--- src/shared/urdr_pkg.sv ---
// constants and types for the receive data recovery block
package urdr_pkg;

   // oversample ticks per bit time
   localparam int          URDR_OVERSAMPLE = 16;
   // clock rate of clk_i in hertz
   localparam int          URDR_CLK_HZ     = 50_000_000;

   // phase positions within one bit time, counted 1 to 16
   localparam logic [4:0]  PH_FIRST = 5'h01;
   localparam logic [4:0]  PH_V1    = 5'h03;
   localparam logic [4:0]  PH_V2    = 5'h05;
   localparam logic [4:0]  PH_V3    = 5'h07;
   localparam logic [4:0]  PH_M1    = 5'h08;
   localparam logic [4:0]  PH_M2    = 5'h09;
   localparam logic [4:0]  PH_M3    = 5'h0A;
   localparam logic [4:0]  PH_LAST  = 5'h10;

   // data bits per character
   localparam logic [3:0]  NBITS8   = 4'h8;
   localparam logic [3:0]  NBITS9   = 4'h9;

   // byte addresses of the registers
   localparam logic [7:0]  ADR_CTRL = 8'h00;
   localparam logic [7:0]  ADR_STAT = 8'h04;
   localparam logic [7:0]  ADR_MASK = 8'h08;
   localparam logic [7:0]  ADR_DATA = 8'h0C;

   // control fields
   localparam int          CTRL_EN   = 0;
   localparam int          CTRL_NINE = 1;
   localparam logic [1:0]  CTRL_RST  = 2'h0;

   // status and mask fields
   localparam int          ST_RECEIVE_DATA_FULL_FLAG  = 0;
   localparam int          ST_NOISE = 1;
   localparam int          ST_FE    = 2;
   localparam logic [2:0]  STAT_RST = 3'h0;
   localparam logic [2:0]  MASK_RST = 3'h0;

   // receiver states
   typedef enum logic [3:0] {
      URDR_HUNT  = 4'h1,
      URDR_START = 4'h2,
      URDR_DATA  = 4'h4,
      URDR_STOP  = 4'h8
   } urdr_state_t;

endpackage

--- src/rtl/urdr_core.sv ---
// receive data recovery with wishbone registers and interrupt
`timescale 1ns/1ns
////////////////////////////////////////////////////////////////////////////
// Notes on behaviour
// - line is sampled only on the oversample tick, sixteen per bit
// - phase counter restarts at each start edge
// - phase realigns on a falling edge after a data bit voted 1
// - start edge is a low sample after three high samples
// - start edge begins a 16 tick phase count defining sample points
// - phases 3,5,7 verify start; one high sample sets noise flag
// - two or more high verify samples restart the search, no noise
// - data bit is majority of phases 8,9,10; disagreement sets noise
// - start bit phases 8,9,10 only set noise if high; bit stays 0
// - stop majority zero sets framing error; disagreement sets noise
// - noise before start verification only restarts the search
// - mid-bit noise in the start bit does not reset the phase
// - framing error set when stop bit is not a recovered 1
// - a break character sets framing error like a missing stop
// - framing error and data full flag are set together
// - finished frame moves data to holding register, sets full flag
// - eight or nine data bits by control bit; ninth kept in bit 8 of the holding register
////////////////////////////////////////////////////////////////////////////
module urdr_core
   import urdr_pkg::*;
(
   input  wire logic        clk_i,
   input  wire logic        rst_i,
   input  wire logic        rx_i,
   input  wire logic        oversample_tick_i,
   input  wire logic        wb_cyc_i,
   input  wire logic        wb_stb_i,
   input  wire logic        wb_we_i,
   input  wire logic [7:0]  wb_adr_i,
   input  wire logic [3:0]  wb_sel_i,
   input  wire logic [31:0] wb_dat_i,
   output logic      [31:0] wb_dat_o,
   output logic             wb_ack_o,
   output logic             irq_o
);

   logic         rx_meta_reg;
   logic         rx_sync_reg;
   logic [2:0]   hist_reg;
   urdr_state_t  state_reg;
   logic [4:0]   phase_reg;
   logic         v3_reg;
   logic         v5_reg;
   logic         m8_reg;
   logic         m9_reg;
   logic [8:0]   shift_reg;
   logic [3:0]   bitcnt_reg;
   logic         armed_reg;
   logic [8:0]   data_reg;
   logic [1:0]   ctrl_reg;
   logic [2:0]   status_reg;
   logic [2:0]   status_next;
   logic [2:0]   mask_reg;
   logic         ack_reg;
   logic [31:0]  dat_o_reg;

   logic         smp;
   logic         tick;
   logic         en;
   logic         in_mid;
   logic [1:0]   vones;
   logic         maj;
   logic         agree;
   logic         start_edge_w;
   logic         start_bad_w;
   logic         start_noisy_w;
   logic         decide_w;
   logic         resync_w;
   logic         frame_done_w;
   logic         noise_set_w;
   logic         fe_set_w;
   logic [3:0]   nbits;
   logic         req;
   logic         wr_en;
   logic [2:0]   stat_clr;
   logic [31:0]  rd_mux;

   ////////////////////////////////////////////////////////////////////////
   // two stage synchroniser on the receive line
   always_ff @(posedge clk_i) begin
      if (rst_i) begin
         rx_meta_reg <= 1'b1;
         rx_sync_reg <= 1'b1;
      end else begin
         rx_meta_reg <= rx_i;
         rx_sync_reg <= rx_meta_reg;
      end
   end

   // decode of sample points and votes
   assign smp    = rx_sync_reg;
   assign tick   = oversample_tick_i;
   assign en     = ctrl_reg[CTRL_EN];
   assign nbits  = ctrl_reg[CTRL_NINE] ? NBITS9 : NBITS8;
   assign in_mid = (phase_reg >= PH_M1) && (phase_reg <= PH_M3);
   assign vones  = {1'b0, v3_reg} + {1'b0, v5_reg} + {1'b0, smp};
   assign maj    = (m8_reg & m9_reg) | (m8_reg & smp) | (m9_reg & smp);
   assign agree  = (m8_reg == m9_reg) && (m9_reg == smp);

   // low after three highs while hunting
   assign start_edge_w = (state_reg == URDR_HUNT) && tick && en &&
                         !smp && (hist_reg == 3'h7);
   // verification at the third sample point
   assign start_bad_w   = (state_reg == URDR_START) && tick &&
                          (phase_reg == PH_V3) && (vones >= 2'h2);
   assign start_noisy_w = (state_reg == URDR_START) && tick &&
                          (phase_reg == PH_V3) && (vones == 2'h1);
   // bit decision at the last mid-bit sample
   assign decide_w = tick && (phase_reg == PH_M3) &&
                     (state_reg != URDR_HUNT);
   assign frame_done_w = decide_w && (state_reg == URDR_STOP);
   // falling edge after a bit that voted 1
   assign resync_w = (state_reg == URDR_DATA) && armed_reg && tick &&
                     hist_reg[0] && !smp && !in_mid;

   // noise and framing events
   assign noise_set_w = start_noisy_w ||
        (decide_w && (state_reg == URDR_START) &&
         (m8_reg || m9_reg || smp)) ||
        (decide_w && (state_reg != URDR_START) && !agree);
   assign fe_set_w = frame_done_w && !maj;

   ////////////////////////////////////////////////////////////////////////
   // history of the last three line samples
   always_ff @(posedge clk_i) begin
      if (rst_i) begin
         hist_reg <= 3'h0;
      end else if (start_bad_w || frame_done_w || !en) begin
         hist_reg <= 3'h0; // search needs three fresh highs
      end else if (tick) begin
         hist_reg <= {hist_reg[1:0], smp};
      end
   end

   // phase counter 1 to 16 over the bit time
   always_ff @(posedge clk_i) begin
      if (rst_i) begin
         phase_reg <= PH_FIRST;
      end else if (start_edge_w || resync_w) begin
         // the edge tick itself is phase 1, so the next tick is phase 2
         phase_reg <= PH_FIRST + 5'h01;
      end else if (start_bad_w || state_reg == URDR_HUNT) begin
         phase_reg <= PH_FIRST;
      end else if (tick) begin
         if (phase_reg == PH_LAST) begin
            phase_reg <= PH_FIRST;
         end else begin
            phase_reg <= phase_reg + 5'h01;
         end
      end
   end

   // capture of verify and mid-bit samples
   always_ff @(posedge clk_i) begin
      if (rst_i) begin
         v3_reg <= 1'b0;
         v5_reg <= 1'b0;
         m8_reg <= 1'b0;
         m9_reg <= 1'b0;
      end else if (tick) begin
         if (phase_reg == PH_V1) begin
            v3_reg <= smp;
         end
         if (phase_reg == PH_V2) begin
            v5_reg <= smp;
         end
         if (phase_reg == PH_M1) begin
            m8_reg <= smp;
         end
         if (phase_reg == PH_M2) begin
            m9_reg <= smp;
         end
      end
   end

   // frame sequencer
   always_ff @(posedge clk_i) begin
      if (rst_i) begin
         state_reg  <= URDR_HUNT;
         bitcnt_reg <= 4'h0;
      end else if (!en) begin
         state_reg  <= URDR_HUNT;
         bitcnt_reg <= 4'h0;
      end else begin
         case (state_reg)
            URDR_HUNT: begin
               if (start_edge_w) begin
                  state_reg <= URDR_START;
               end
            end
            URDR_START: begin
               if (start_bad_w) begin
                  state_reg <= URDR_HUNT;
               end else if (decide_w) begin
                  state_reg  <= URDR_DATA; // bit taken as 0
                  bitcnt_reg <= 4'h0;
               end
            end
            URDR_DATA: begin
               if (decide_w) begin
                  bitcnt_reg <= bitcnt_reg + 4'h1;
                  if ((bitcnt_reg + 4'h1) == nbits) begin
                     state_reg <= URDR_STOP;
                  end
               end
            end
            URDR_STOP: begin
               if (decide_w) begin
                  state_reg <= URDR_HUNT;
               end
            end
            default: begin
               state_reg <= URDR_HUNT;
            end
         endcase
      end
   end

   // data shift, lsb first, and edge arming
   always_ff @(posedge clk_i) begin
      if (rst_i) begin
         shift_reg <= 9'h000;
         armed_reg <= 1'b0;
      end else if (decide_w && state_reg == URDR_DATA) begin
         shift_reg <= {maj, shift_reg[8:1]};
         armed_reg <= maj;
      end else if (resync_w || state_reg != URDR_DATA) begin
         armed_reg <= 1'b0;
      end
   end

   // holding register loaded at the stop decision
   always_ff @(posedge clk_i) begin
      if (rst_i) begin
         data_reg <= 9'h000;
      end else if (frame_done_w) begin
         if (ctrl_reg[CTRL_NINE]) begin
            data_reg <= shift_reg;
         end else begin
            data_reg <= {1'b0, shift_reg[8:1]};
         end
      end
   end

   ////////////////////////////////////////////////////////////////////////
   // wishbone slave: ack one cycle after request, writes at ack edge
   assign req   = wb_cyc_i && wb_stb_i;
   assign wr_en = req && wb_we_i && ack_reg && wb_sel_i[0];
   assign stat_clr = (wr_en && wb_adr_i == ADR_STAT) ? wb_dat_i[2:0] : 3'h0;

   always_comb begin
      rd_mux = 32'h0000_0000;
      case (wb_adr_i)
         ADR_CTRL: rd_mux = {30'h0, ctrl_reg};
         ADR_STAT: rd_mux = {29'h0, status_reg};
         ADR_MASK: rd_mux = {29'h0, mask_reg};
         ADR_DATA: rd_mux = {23'h0, data_reg};
         default:  rd_mux = 32'h0000_0000;
      endcase
   end

   always_ff @(posedge clk_i) begin
      if (rst_i) begin
         ack_reg   <= 1'b0;
         dat_o_reg <= 32'h0000_0000;
      end else begin
         ack_reg <= req && !ack_reg;
         if (req && !ack_reg) begin
            dat_o_reg <= rd_mux;
         end
      end
   end

   // control and mask registers
   always_ff @(posedge clk_i) begin
      if (rst_i) begin
         ctrl_reg <= CTRL_RST;
         mask_reg <= MASK_RST;
      end else if (wr_en) begin
         if (wb_adr_i == ADR_CTRL) begin
            ctrl_reg <= wb_dat_i[1:0];
         end
         if (wb_adr_i == ADR_MASK) begin
            mask_reg <= wb_dat_i[2:0];
         end
      end
   end

   // sticky status, write one to clear, set wins over clear
   always_comb begin
      status_next = status_reg & ~stat_clr;
      status_next[ST_NOISE] = status_next[ST_NOISE] | noise_set_w;
      status_next[ST_FE]    = status_next[ST_FE] | fe_set_w;
      status_next[ST_RECEIVE_DATA_FULL_FLAG]  = status_next[ST_RECEIVE_DATA_FULL_FLAG] | frame_done_w;
   end

   always_ff @(posedge clk_i) begin
      if (rst_i) begin
         status_reg <= STAT_RST;
      end else begin
         status_reg <= status_next;
      end
   end

   assign wb_dat_o = dat_o_reg;
   assign wb_ack_o = ack_reg;
   assign irq_o    = |(status_reg & mask_reg);
endmodule

--- config.mk ---
export PLATFORM = sky130hd
export DESIGN_NAME = urdr_core
export DESIGN_NICKNAME = d
export VERILOG_FILES = /design/src/shared/urdr_pkg.sv /design/src/rtl/urdr_core.sv
export SDC_FILE = /design/constraint.sdc
export NUM_CORES = 1
export LEC_CHECK = 0
export BUFFER_PORTS_ARGS = -buffer_cell sky130_fd_sc_hd__buf_2
export CAP_MARGIN = 20
export CORE_MARGIN = 4
export CORE_UTILIZATION = 52
export DETAILED_ROUTE_END_ITERATION = 12
export PLACE_DENSITY = 0.8
export SYNTH_ARGS = -nofsm -noshare
export SYNTH_HDL_FRONTEND = slang
export SYNTH_SLANG_ARGS = --single-unit
--- constraint.sdc ---
create_clock -name clk_i -period 2.4 [get_ports clk_i]
set_input_delay 0.24 -clock clk_i [delete_from_list [all_inputs] [get_ports clk_i]]
set_output_delay 0.24 -clock clk_i [all_outputs]
set_load 0.05 [all_outputs]
Word level (Yosys, flattened, before mapping)
Index checks and enable logic that the tools add are counted.
{ "word_totals": {"ff_bits": 82, "input_bits": 51, "out_inout_bits": 34, "elab_cells": 149} }
{ "op_classes": {"add_sub_neg": 4, "order_cmp": 3, "eq_ne": 29, "n_mux": 21, "n_bitwise": 12, "n_reduce_logical": 61} }
{ "op_table": {"columns": ["cell", "n"], "rows": [
  ["$mux W4", 9],
  ["$pmux W9 S4", 1],
  ["$logic_and A1 B1 Y1", 30],
  ["$eq A8 B4 Y1 const B", 2],
  ["$pmux W4 S4", 1],
  ["$eq A5 B4 Y1 const B", 3],
  ["$ne A2 B2 Y1 const B", 6],
  ["$reduce_and A2 Y1", 6],
  ["$eq A5 B3 Y1 const B", 2],
  ["$logic_or A1 B1 Y1", 9],
  ["$mux W9", 1],
  ["$eq A8 B3 Y1 const B", 1],
  ["$logic_not A8 Y1", 1],
  ["$pmux W4 S2", 1],
  ["$and A3 B3 Y3", 2],
  ["$logic_not A1 Y1", 6],
  ["$mux W2", 3],
  ["$reduce_or A3 Y1", 2],
  ["$add A5 B1 Y5 const B", 1],
  ["$eq A5 B2 Y1 const B", 1],
  ["$eq A5 B5 Y1 const B", 1],
  ["$ge A5 B4 Y1 const B", 1],
  ["$le A5 B4 Y1 const B", 1],
  ["$mux W5", 1],
  ["27 further kinds", 38]
]} }

Longest topological paths before layout
Gate-level depths: netlist (run 1).
{ "logic_depth": {"depth_word": 9, "depth_mapped": 7, "mapped_depth_nobuf": 7} }

Least setup slack after synthesis (run 1)
Ideal clock, no wire load.
{ "synth_path": {"path_type": "register -> register", "start": "reg phase_reg[0]", "end": "reg phase_reg[0]", "setup_ns": 0.116, "arrival_time_ns": 1.597, "t_required_ns": 2.284, "setup_slack_ns": 0.687, "stages_incl_launch_ff": 7, "n_path_buf": 0, "period_less_slack_ns": 1.713, "cell_sequence": "dfxtp_1 ha_1 nand3b_1 o21ai_1 o311ai_1 or3_1 and3_1"} }
{ "synth_between": {"elab_chain_cells": 6, "word_cells_on_any_way": 17, "classes_between": "1 x add/sub; 2 x order compare; 2 x eq/ne; 4 x mux; 8 x reduce/logical"} }
{ "synth_rtl": {"columns": ["item", "line", "source"], "rows": [
  ["start, declared", "urdr_core.sv:45", "logic [4:0] phase_reg;"],
  ["start signal, assigned", "urdr_core.sv:145", "phase_reg <= PH_FIRST + 5'h01;"],
  ["start signal, assigned", "urdr_core.sv:152", "phase_reg <= phase_reg + 5'h01;"],
  ["parallel branches: the longest is 6 deep, another holds $add A5 B1 Y5", null, null]
]} }
Parallel ways; which one is timed is not known. The select of a mux whose other input is x is not followed.
A chain may end at the register's enable or synchronous reset.

Final worst setup path (run 1)
Ends and elaborated chain as after synthesis.

==> results of run 1 <==
==> stage by stage <==
stage | hold slack [ps] | setup slack [ps] | cells | power [mW] | util, %
floorplan | 344 | 687 | 352 | 1.14 | -
global placement | 393 | 394 | 418 | 1.14 | 55.9
detailed placement | 395 | 356 | 418 | 1.14 | 55.9
CTS | 74.5 | 327 | 434 | 2.04 | 59.6
global route | 75.8 | 145 | 434 | 2.10 | 59.6
finish | 94.3 | 284 | 434 | 2.02 | 59.6
==> area by class of cell <==
type,count,share of cell area (%)
sequential,59,35.6
tap,72,2.71
inverter,7,0.791
clock inverter,6,1.96
multi-input combinational,246,49.3
timing repair buffer,34,5.50
clock buffer,10,4.14
==> how the worst min path moves through the flow <==
stage | start | end | cells past startpoint
6_report | rx_i | rx_meta_reg | 2
5_1_grt | rx_i | rx_meta_reg | 2
4_1_cts | rx_i | rx_meta_reg | 2
3_5_place_dp | rx_meta_reg | rx_sync_reg | 1
3_3_place_gp | rx_meta_reg | rx_sync_reg | 1
2_1_floorplan | rx_i | rx_meta_reg | 1
==> kinds of logic (layout without fill, tap and decap cells) <==
logic type      Yosys count  count (layout)  share of synthesized area [%]
flops                    59              59                           39.1
compound gates           48              48                           11.6
mux                      32              32                           11.4
buf+inv                  47              57                           9.37
other cells               1              23                          0.124
xor+xnor                  7               7                           2.03
fa+ha+maj                 8               8                           3.56
simple gates            128             128                           22.8
==> metal layers <==
layer	up-vias	GRT usage, %
met3	10	3.24
met5	-	0
met4	0	7.46
met1	1108	22.3
met2	79	26.8
li1	1177	-
==> power breakdown <==
part | internal [mW] | switching, mW | leakage (nW)
Combinational | 0.0210 | 0.114 | 0.762
Sequential | 0.981 | 0.000988 | 0.476
Clock | 0.507 | 0.395 | 0.102
Total | 1.51 | 0.510 | 1.34
==> synth_stat cells, drive strengths merged, types with 2 or more instances <==
master,number
ha,7
nand4,6
nor2b,4
or2,3
a21oi,8
nor2,51
buf,31
and3,3
a31oi,2
or4b,2
clkbuf,9
nand3,12
a21bo,3
xnor2,3
dfxtp,59
xor2,4
nand3b,5
nor3,7
nor3b,2
a211oi,8
nand2,17
inv,7
mux2i,30
o31ai,2
nor4b,4
o21ai,8
a22oi,10
mux4,2
or3,3
nand2b,2
o311ai,2
==> critical path: cells and delay by family, from the launching register on <==
| kind | cells | cell delay (ps) |
|---|---|---|
| adders and majority gates | 1 | 280 |
| AOI/OAI and AO/OA | 2 | 520 |
| and+or+nand+nor | 3 | 740 |
| DFF | 1 | 480 |
==> summary.txt, run 1 <==
Run status
  – Outcome: complete, no violations

Routing
  – Antenna Violating Nets Remaining: 0
  – Iteration-0 DRC Markers: around 150
  – Via total after detailed routing: ~2400
  – Post-Route WL: ~6 mm
  – Router iterations before antenna repair: 4
  – Number of design rule violations left after detail routing: 0
  – Top routing layer used: met4
  – Average detailed-routed wire length per instance: around 14 um
  – Routed vias/inst: about 5.5
  – Met3 routed WL: about 360 um
  – M1 wire length: ~2.7 mm
  – Detailed-routed wire length on met2: between 2 and 3 mm

Floorplan
  – Horizontal extent of the die: 84.2 um
  – Area of the core: ~0.0056 sq mm
  – Ports placed on the boundary: 85
  – Number of placement rows: 27
  – Die Outline Area: approximately 0.0071 sq mm
  – Initial Utilization: 54.2%
  – Die H: ~84 um

Setup path
  – CP Data Arrival Time: 2340 ps
  – Cell depth of the worst flop-to-flop path: 6
  – Delay contributed by the slowest stage of the critical path: approximately 480 ps
  – Highest fanout seen on the critical path: 8
  – Required time of the critical path: around 2600 ps
  – Reg2Reg Capture Point: phase_reg[0]
  – Last element of the critical path: phase_reg[0]
  – Worst flop-to-flop path startpoint: phase_reg[0]
  – Setup crit end kind: flop
  – Internal reg-to-reg setup slack: between 200 and 300 ps
  – Crit start category: flop
  – Launching element of the worst setup path: phase_reg[0]
  – Worst path cell trace: ha_1, nand3b_1, o21ai_1, o311ai_1, or3_1, and3_1
  – Kind of critical path: flop to flop
  – Crit path max-delay cell type: dfxtp_1

Clock network
  – Number of clock sinks: 59
  – Clock Path Buffers: 2
  – # H-tree levels: 3
  – Number of buffers added for setup after CTS: 0
  – Quantity of hold-fixing buffers added after cts: 0
  – Num CTS Buffers: 9
  – Post-CTS Resized: 0
  – Reg clk slew, reported paths: 70 ps
  – Clock insertion delay at the later pin of the skew report: about 330 ps
  – Clk root buf: clkbuf_8
  – CTS tree: done

Pwr
  – Leakage power: between 1 and 1.5 nW
  – Power density relative to cell area: about 610 mW/mm^2
  – Maximum VDD drop: 0.404 mV

Final layout
  – Footprint of the multi-input gates: approximately 0.0016 sq mm
  – Sequential cell area: between 0.001 and 0.0015 sq mm
  – Area growth from synthesis to final layout: 9.99%
  – Ratio of cells with drive above 1 in the final layout: between 15 and 20%
  – Antenna Cells: 0
  – Most frequent cells in the layout: dfxtp_1 (59), nor2_1 (51), mux2i_1 (30)
  – Nets: around 420
  – Cell area after layout: between 0.003 and 0.004 sq mm
  – Leading cell type in the layout, fill and taps excluded: dfxtp_1
  – Number of filler cells placed in the layout: 469

STA
  – Minimum clock period after layout: between 2000 and 2500 ps
  – Slew at the pin closest to its max-slew limit: around 700 ps
  – Normalized max-slew margin: ~53%
  – Setup violation total in the final timing report: 0
  – Final clock skew: roughly 14 ps
  – Share of the clock period used by the worst path after layout: between 80% and 90%
  – Post-Route Setup TNS: 0 ps
  – Final Max Tran Viols: 0
  – FMAX: 0.473 GHz
  – RSZ-0062 raised after global routing: no
  – Final hold violation count: 0

Global routing
  – Antenna violations before repair: 0
  – Vias in the first global route: between 2000 and 2500
  – Pin count of the biggest net entering global routing: 47
  – Global-route wire length before repair: 9.96 mm
  – Global-route congestion overflow total: 0
  – GR Util All Layers: 16.9%

Synthesis
  – Main synth FF type: dfxtp_1
  – Combined area of all synthesized cells: 0.00302 sq mm
  – Number of instances in the synthesized netlist: 330
  – Per-instance average area after synthesis: between 9 and 10 sq um
  – EDFF count, synth: 0
  – Area share of the largest cell type after synthesis: between 30% and 40%
  – Fraction of the yosys area taken by sequential cells: between 30% and 40%
  – Share of async-settable or async-resettable flops after synthesis: 0%
  – Most area-hungry cell type in the Yosys netlist: dfxtp_1
  – Count of different cell masters after synthesis: 57
  – Number of warnings printed during yosys synthesis: 0
  – Cells taking the most area after synthesis: dfxtp_1 (39%), mux2i_1 (9.9%), nor2_1 (6.3%)
  – Flip-flop and latch count after synthesis: between 50 and 60

Flow run
  – Number of max-cap violations: 0

Placement
  – Dpl cell area: 0.00312 sq mm
  – IO buf count: 29
  – Final weighted congestion in routability-driven placement: slightly below 0.9
  – Final HPWL from detailed placement: between 4 and 5 mm

Hold path
  – Worst min-delay path category: input port to flop
Note: power is estimated with default switching activity, not from simulation.
==> run 2, diff against run 1 <==
Settings changed: CORE_MARGIN 4 to unset, CORE_UTILIZATION 52 to 47, CTS_BUF_LIST set to sky130_fd_sc_hd__clkbuf_16, PLACE_DENSITY 0.8 to 0.76.
Clock period 2.4 ns to 1.7 ns, I/O delays scaled along.
==> summary.txt, run 2 (synthesized netlist as in run 1, its figures left out) <==
Hold path
  – Worst min-delay path category: input port to flop
  – End point of the worst hold path: rx_meta_reg
  – Hold-critical path depth: 2
  – Start point of the worst hold path: rx_i

Setup path
  – Required time of the critical path: between 1500 and 2000 ps
  – Internal reg-to-reg setup slack: -50 ps
  – Crit start category: flop
  – Crit path max-delay cell type: nor4b_4
  – Cell depth of the worst flop-to-flop path: 6
  – Worst flop-to-flop path startpoint: state_reg[0]
  – Worst path cell trace: buf_6, nor4b_4, nand4_1, buf_4, or3b_1, a21oi_1
  – Delay contributed by the slowest stage of the critical path: around 380 ps
  – Buffers & Inverters on Critical Path: 2
  – Cell family with most CP delay: simple AND/OR/NAND/NOR gates
  – Highest fanout seen on the critical path: 4
  – Kind of critical path: flop to flop
  – CP Data Arrival Time: around 2000 ps
  – Reg2Reg Capture Point: bitcnt_reg[2]
  – Launching element of the worst setup path: state_reg[0]
  – Setup crit end kind: flop

Global routing
  – Global-route wire length before repair: ~10 mm
  – Vias in the first global route: approximately 2300
  – Global-route congestion overflow total: 0
  – GR Util All Layers: roughly a fifth
  – Pin count of the biggest net entering global routing: 42
  – Antenna violations before repair: 0

Clock network
  – Number of clock sinks: 59
  – Clk root buf: clkbuf_16
  – Quantity of hold-fixing buffers added after cts: 0
  – Clock Path Buffers: 2
  – Num CTS Buffers: 9
  – Reg clk slew, reported paths: 50 ps
  – CTS tree: done
  – Clock insertion delay at the later pin of the skew report: 320 ps
  – # H-tree levels: 3

Routing
  – Detailed-routed wire length on met2: ~3.2 mm
  – Antenna Violating Nets Remaining: 0
  – M1 wire length: between 2 and 3 mm
  – Routed vias/inst: between 5 and 6
  – Router iterations before antenna repair: 4
  – Number of design rule violations left after detail routing: 0
  – Met3 routed WL: around 290 um
  – Average detailed-routed wire length per instance: between 10 and 15 um
  – Post-Route WL: around 6.6 mm
  – Via total after detailed routing: 2500
  – Top routing layer used: met4
  – Iteration-0 DRC Markers: 166

STA
  – FMAX: approximately 0.57 GHz
  – Final clock skew: 4.00 ps
  – Setup violation total in the final timing report: 8
  – Minimum clock period after layout: 1750 ps
  – Final worst-path setup slack: -46.0 ps
  – Final Max Tran Viols: 0
  – Share of the clock period used by the worst path after layout: 103%
  – RSZ-0062 raised after global routing: yes
  – Final hold violation count: 0
  – Post-route worst hold slack: roughly 28 ps

Floorplan
  – Area of the core: 0.00606 sq mm
  – Die Outline Area: slightly below 0.007 sq mm
  – Die H: 82.2 um
  – Number of placement rows: 28
  – Horizontal extent of the die: between 80 and 90 um
  – Initial Utilization: approximately half
  – Ports placed on the boundary: 85

Run status
  – Outcome: complete, but fails checks
  – Violated checks: setup timing

Placement
  – Final HPWL from detailed placement: between 4 and 5 mm
  – Pre-CTS setup slack: -32.5 ps
  – Instance count after placement with tap cells included: between 400 and 500
  – Final weighted congestion in routability-driven placement: between 0.8 and 0.9
  – IO buf count: 29

Flow run
  – Number of max-cap violations: 0

Final layout
  – Filler-free cell count of the finished design: 469
  – Utilization after layout: 63.3%
  – Leading cell type in the layout, fill and taps excluded: dfxtp_1
  – Antenna Cells: 0
  – Number of filler cells placed in the layout: ~480
  – Area growth from synthesis to final layout: 27.0%
  – Most frequent cells in the layout: dfxtp_1 (51), nor2_1 (50), buf_4 (31)
  – Nets: approximately 450
  – Ratio of cells with drive above 1 in the final layout: between 30% and 40%

Pwr
  – NetSw: ~800 uW
  – Leakage power: roughly 1.6 nW
  – Clock power frac: a little over half
  – Maximum VDD drop: 0.565 mV
  – Power density relative to cell area: about 900 mW/mm^2
  – Switching fraction of total power: 22.4%
  – Sequential share of power: around two fifths
  – Internal power component: approximately 2.7 mW
  – Gate power share: between 5 and 6%
==> run 2: per-layer routing <==
metal	GRT usage (%)	up-vias
met3	4.95	12
met2	31.0	66
met4	8.25	0
met5	0	-
li1	-	1243
met1	27.7	1179
==> run 2: worst max path at each step <==
| stage | endpoint | slack (ps) | cells after the start |
|---|---|---|---|
| 3_3_place_gp | data_reg[4] | -60 | 6 |
| 4_1_cts | bitcnt_reg[2] | -2 | 5 |
| 2_1_floorplan | state_reg[0] | 40 | 7 |
| 6_report | bitcnt_reg[2] | -50 | 6 |
| 3_5_place_dp | data_reg[4] | -30 | 6 |
| 5_1_grt | bitcnt_reg[2] | -130 | 6 |
==> run 2: power groups by stage <==
stage | Combinational, mW | Clock, mW | Sequential [mW]
finish | 0.196 | 1.89 | 1.39
global placement | 0.194 | 0 | 1.42
CTS | 0.196 | 1.92 | 1.39
global route | 0.212 | 2.00 | 1.38
detailed placement | 0.195 | 0 | 1.42
floorplan | 0.192 | 0 | 1.42
==> run 2: stage by stage <==
stage,cell area [sq um],TNS [ps],power (mW)
after global routing,3830,-1190,3.60
final,3830,-120,3.47
after floorplan,3110,0,1.61
after global placement,3350,-425,1.61
after CTS,3710,-2.25,3.51
after detailed placement,3350,-114,1.61
==> run 2: timing repair <==
item | 4_1_cts | 5_1_grt
pin swaps | 3 | 6
gates resized for setup | 8 | 19
setup buffers | 1 | 3
gates cloned | 0 | 1
endpoints found under the setup margin | 21 | 31
==> run 2: area by class of cell <==
class                      count  area, sq um  area share (%)
tap                           75         93.8            2.45
sequential                    59         1200            31.2
inverter                       7         26.3           0.685
timing repair buffer          66          477            12.4
clock buffer                   9          225            5.87
clock inverter                 7         92.6            2.41
multi-input combinational    246         1720            45.0
==> run 2: worst reg2reg max path, delay by kind of cell, from the launching register on <==
kind / cells / cell delay, ps
buffers and inverters: 2 / 310
AND/OR/NAND/NOR: 3 / 930
AO/OA/AOI/OAI: 1 / 120
flip-flops: 1 / 330
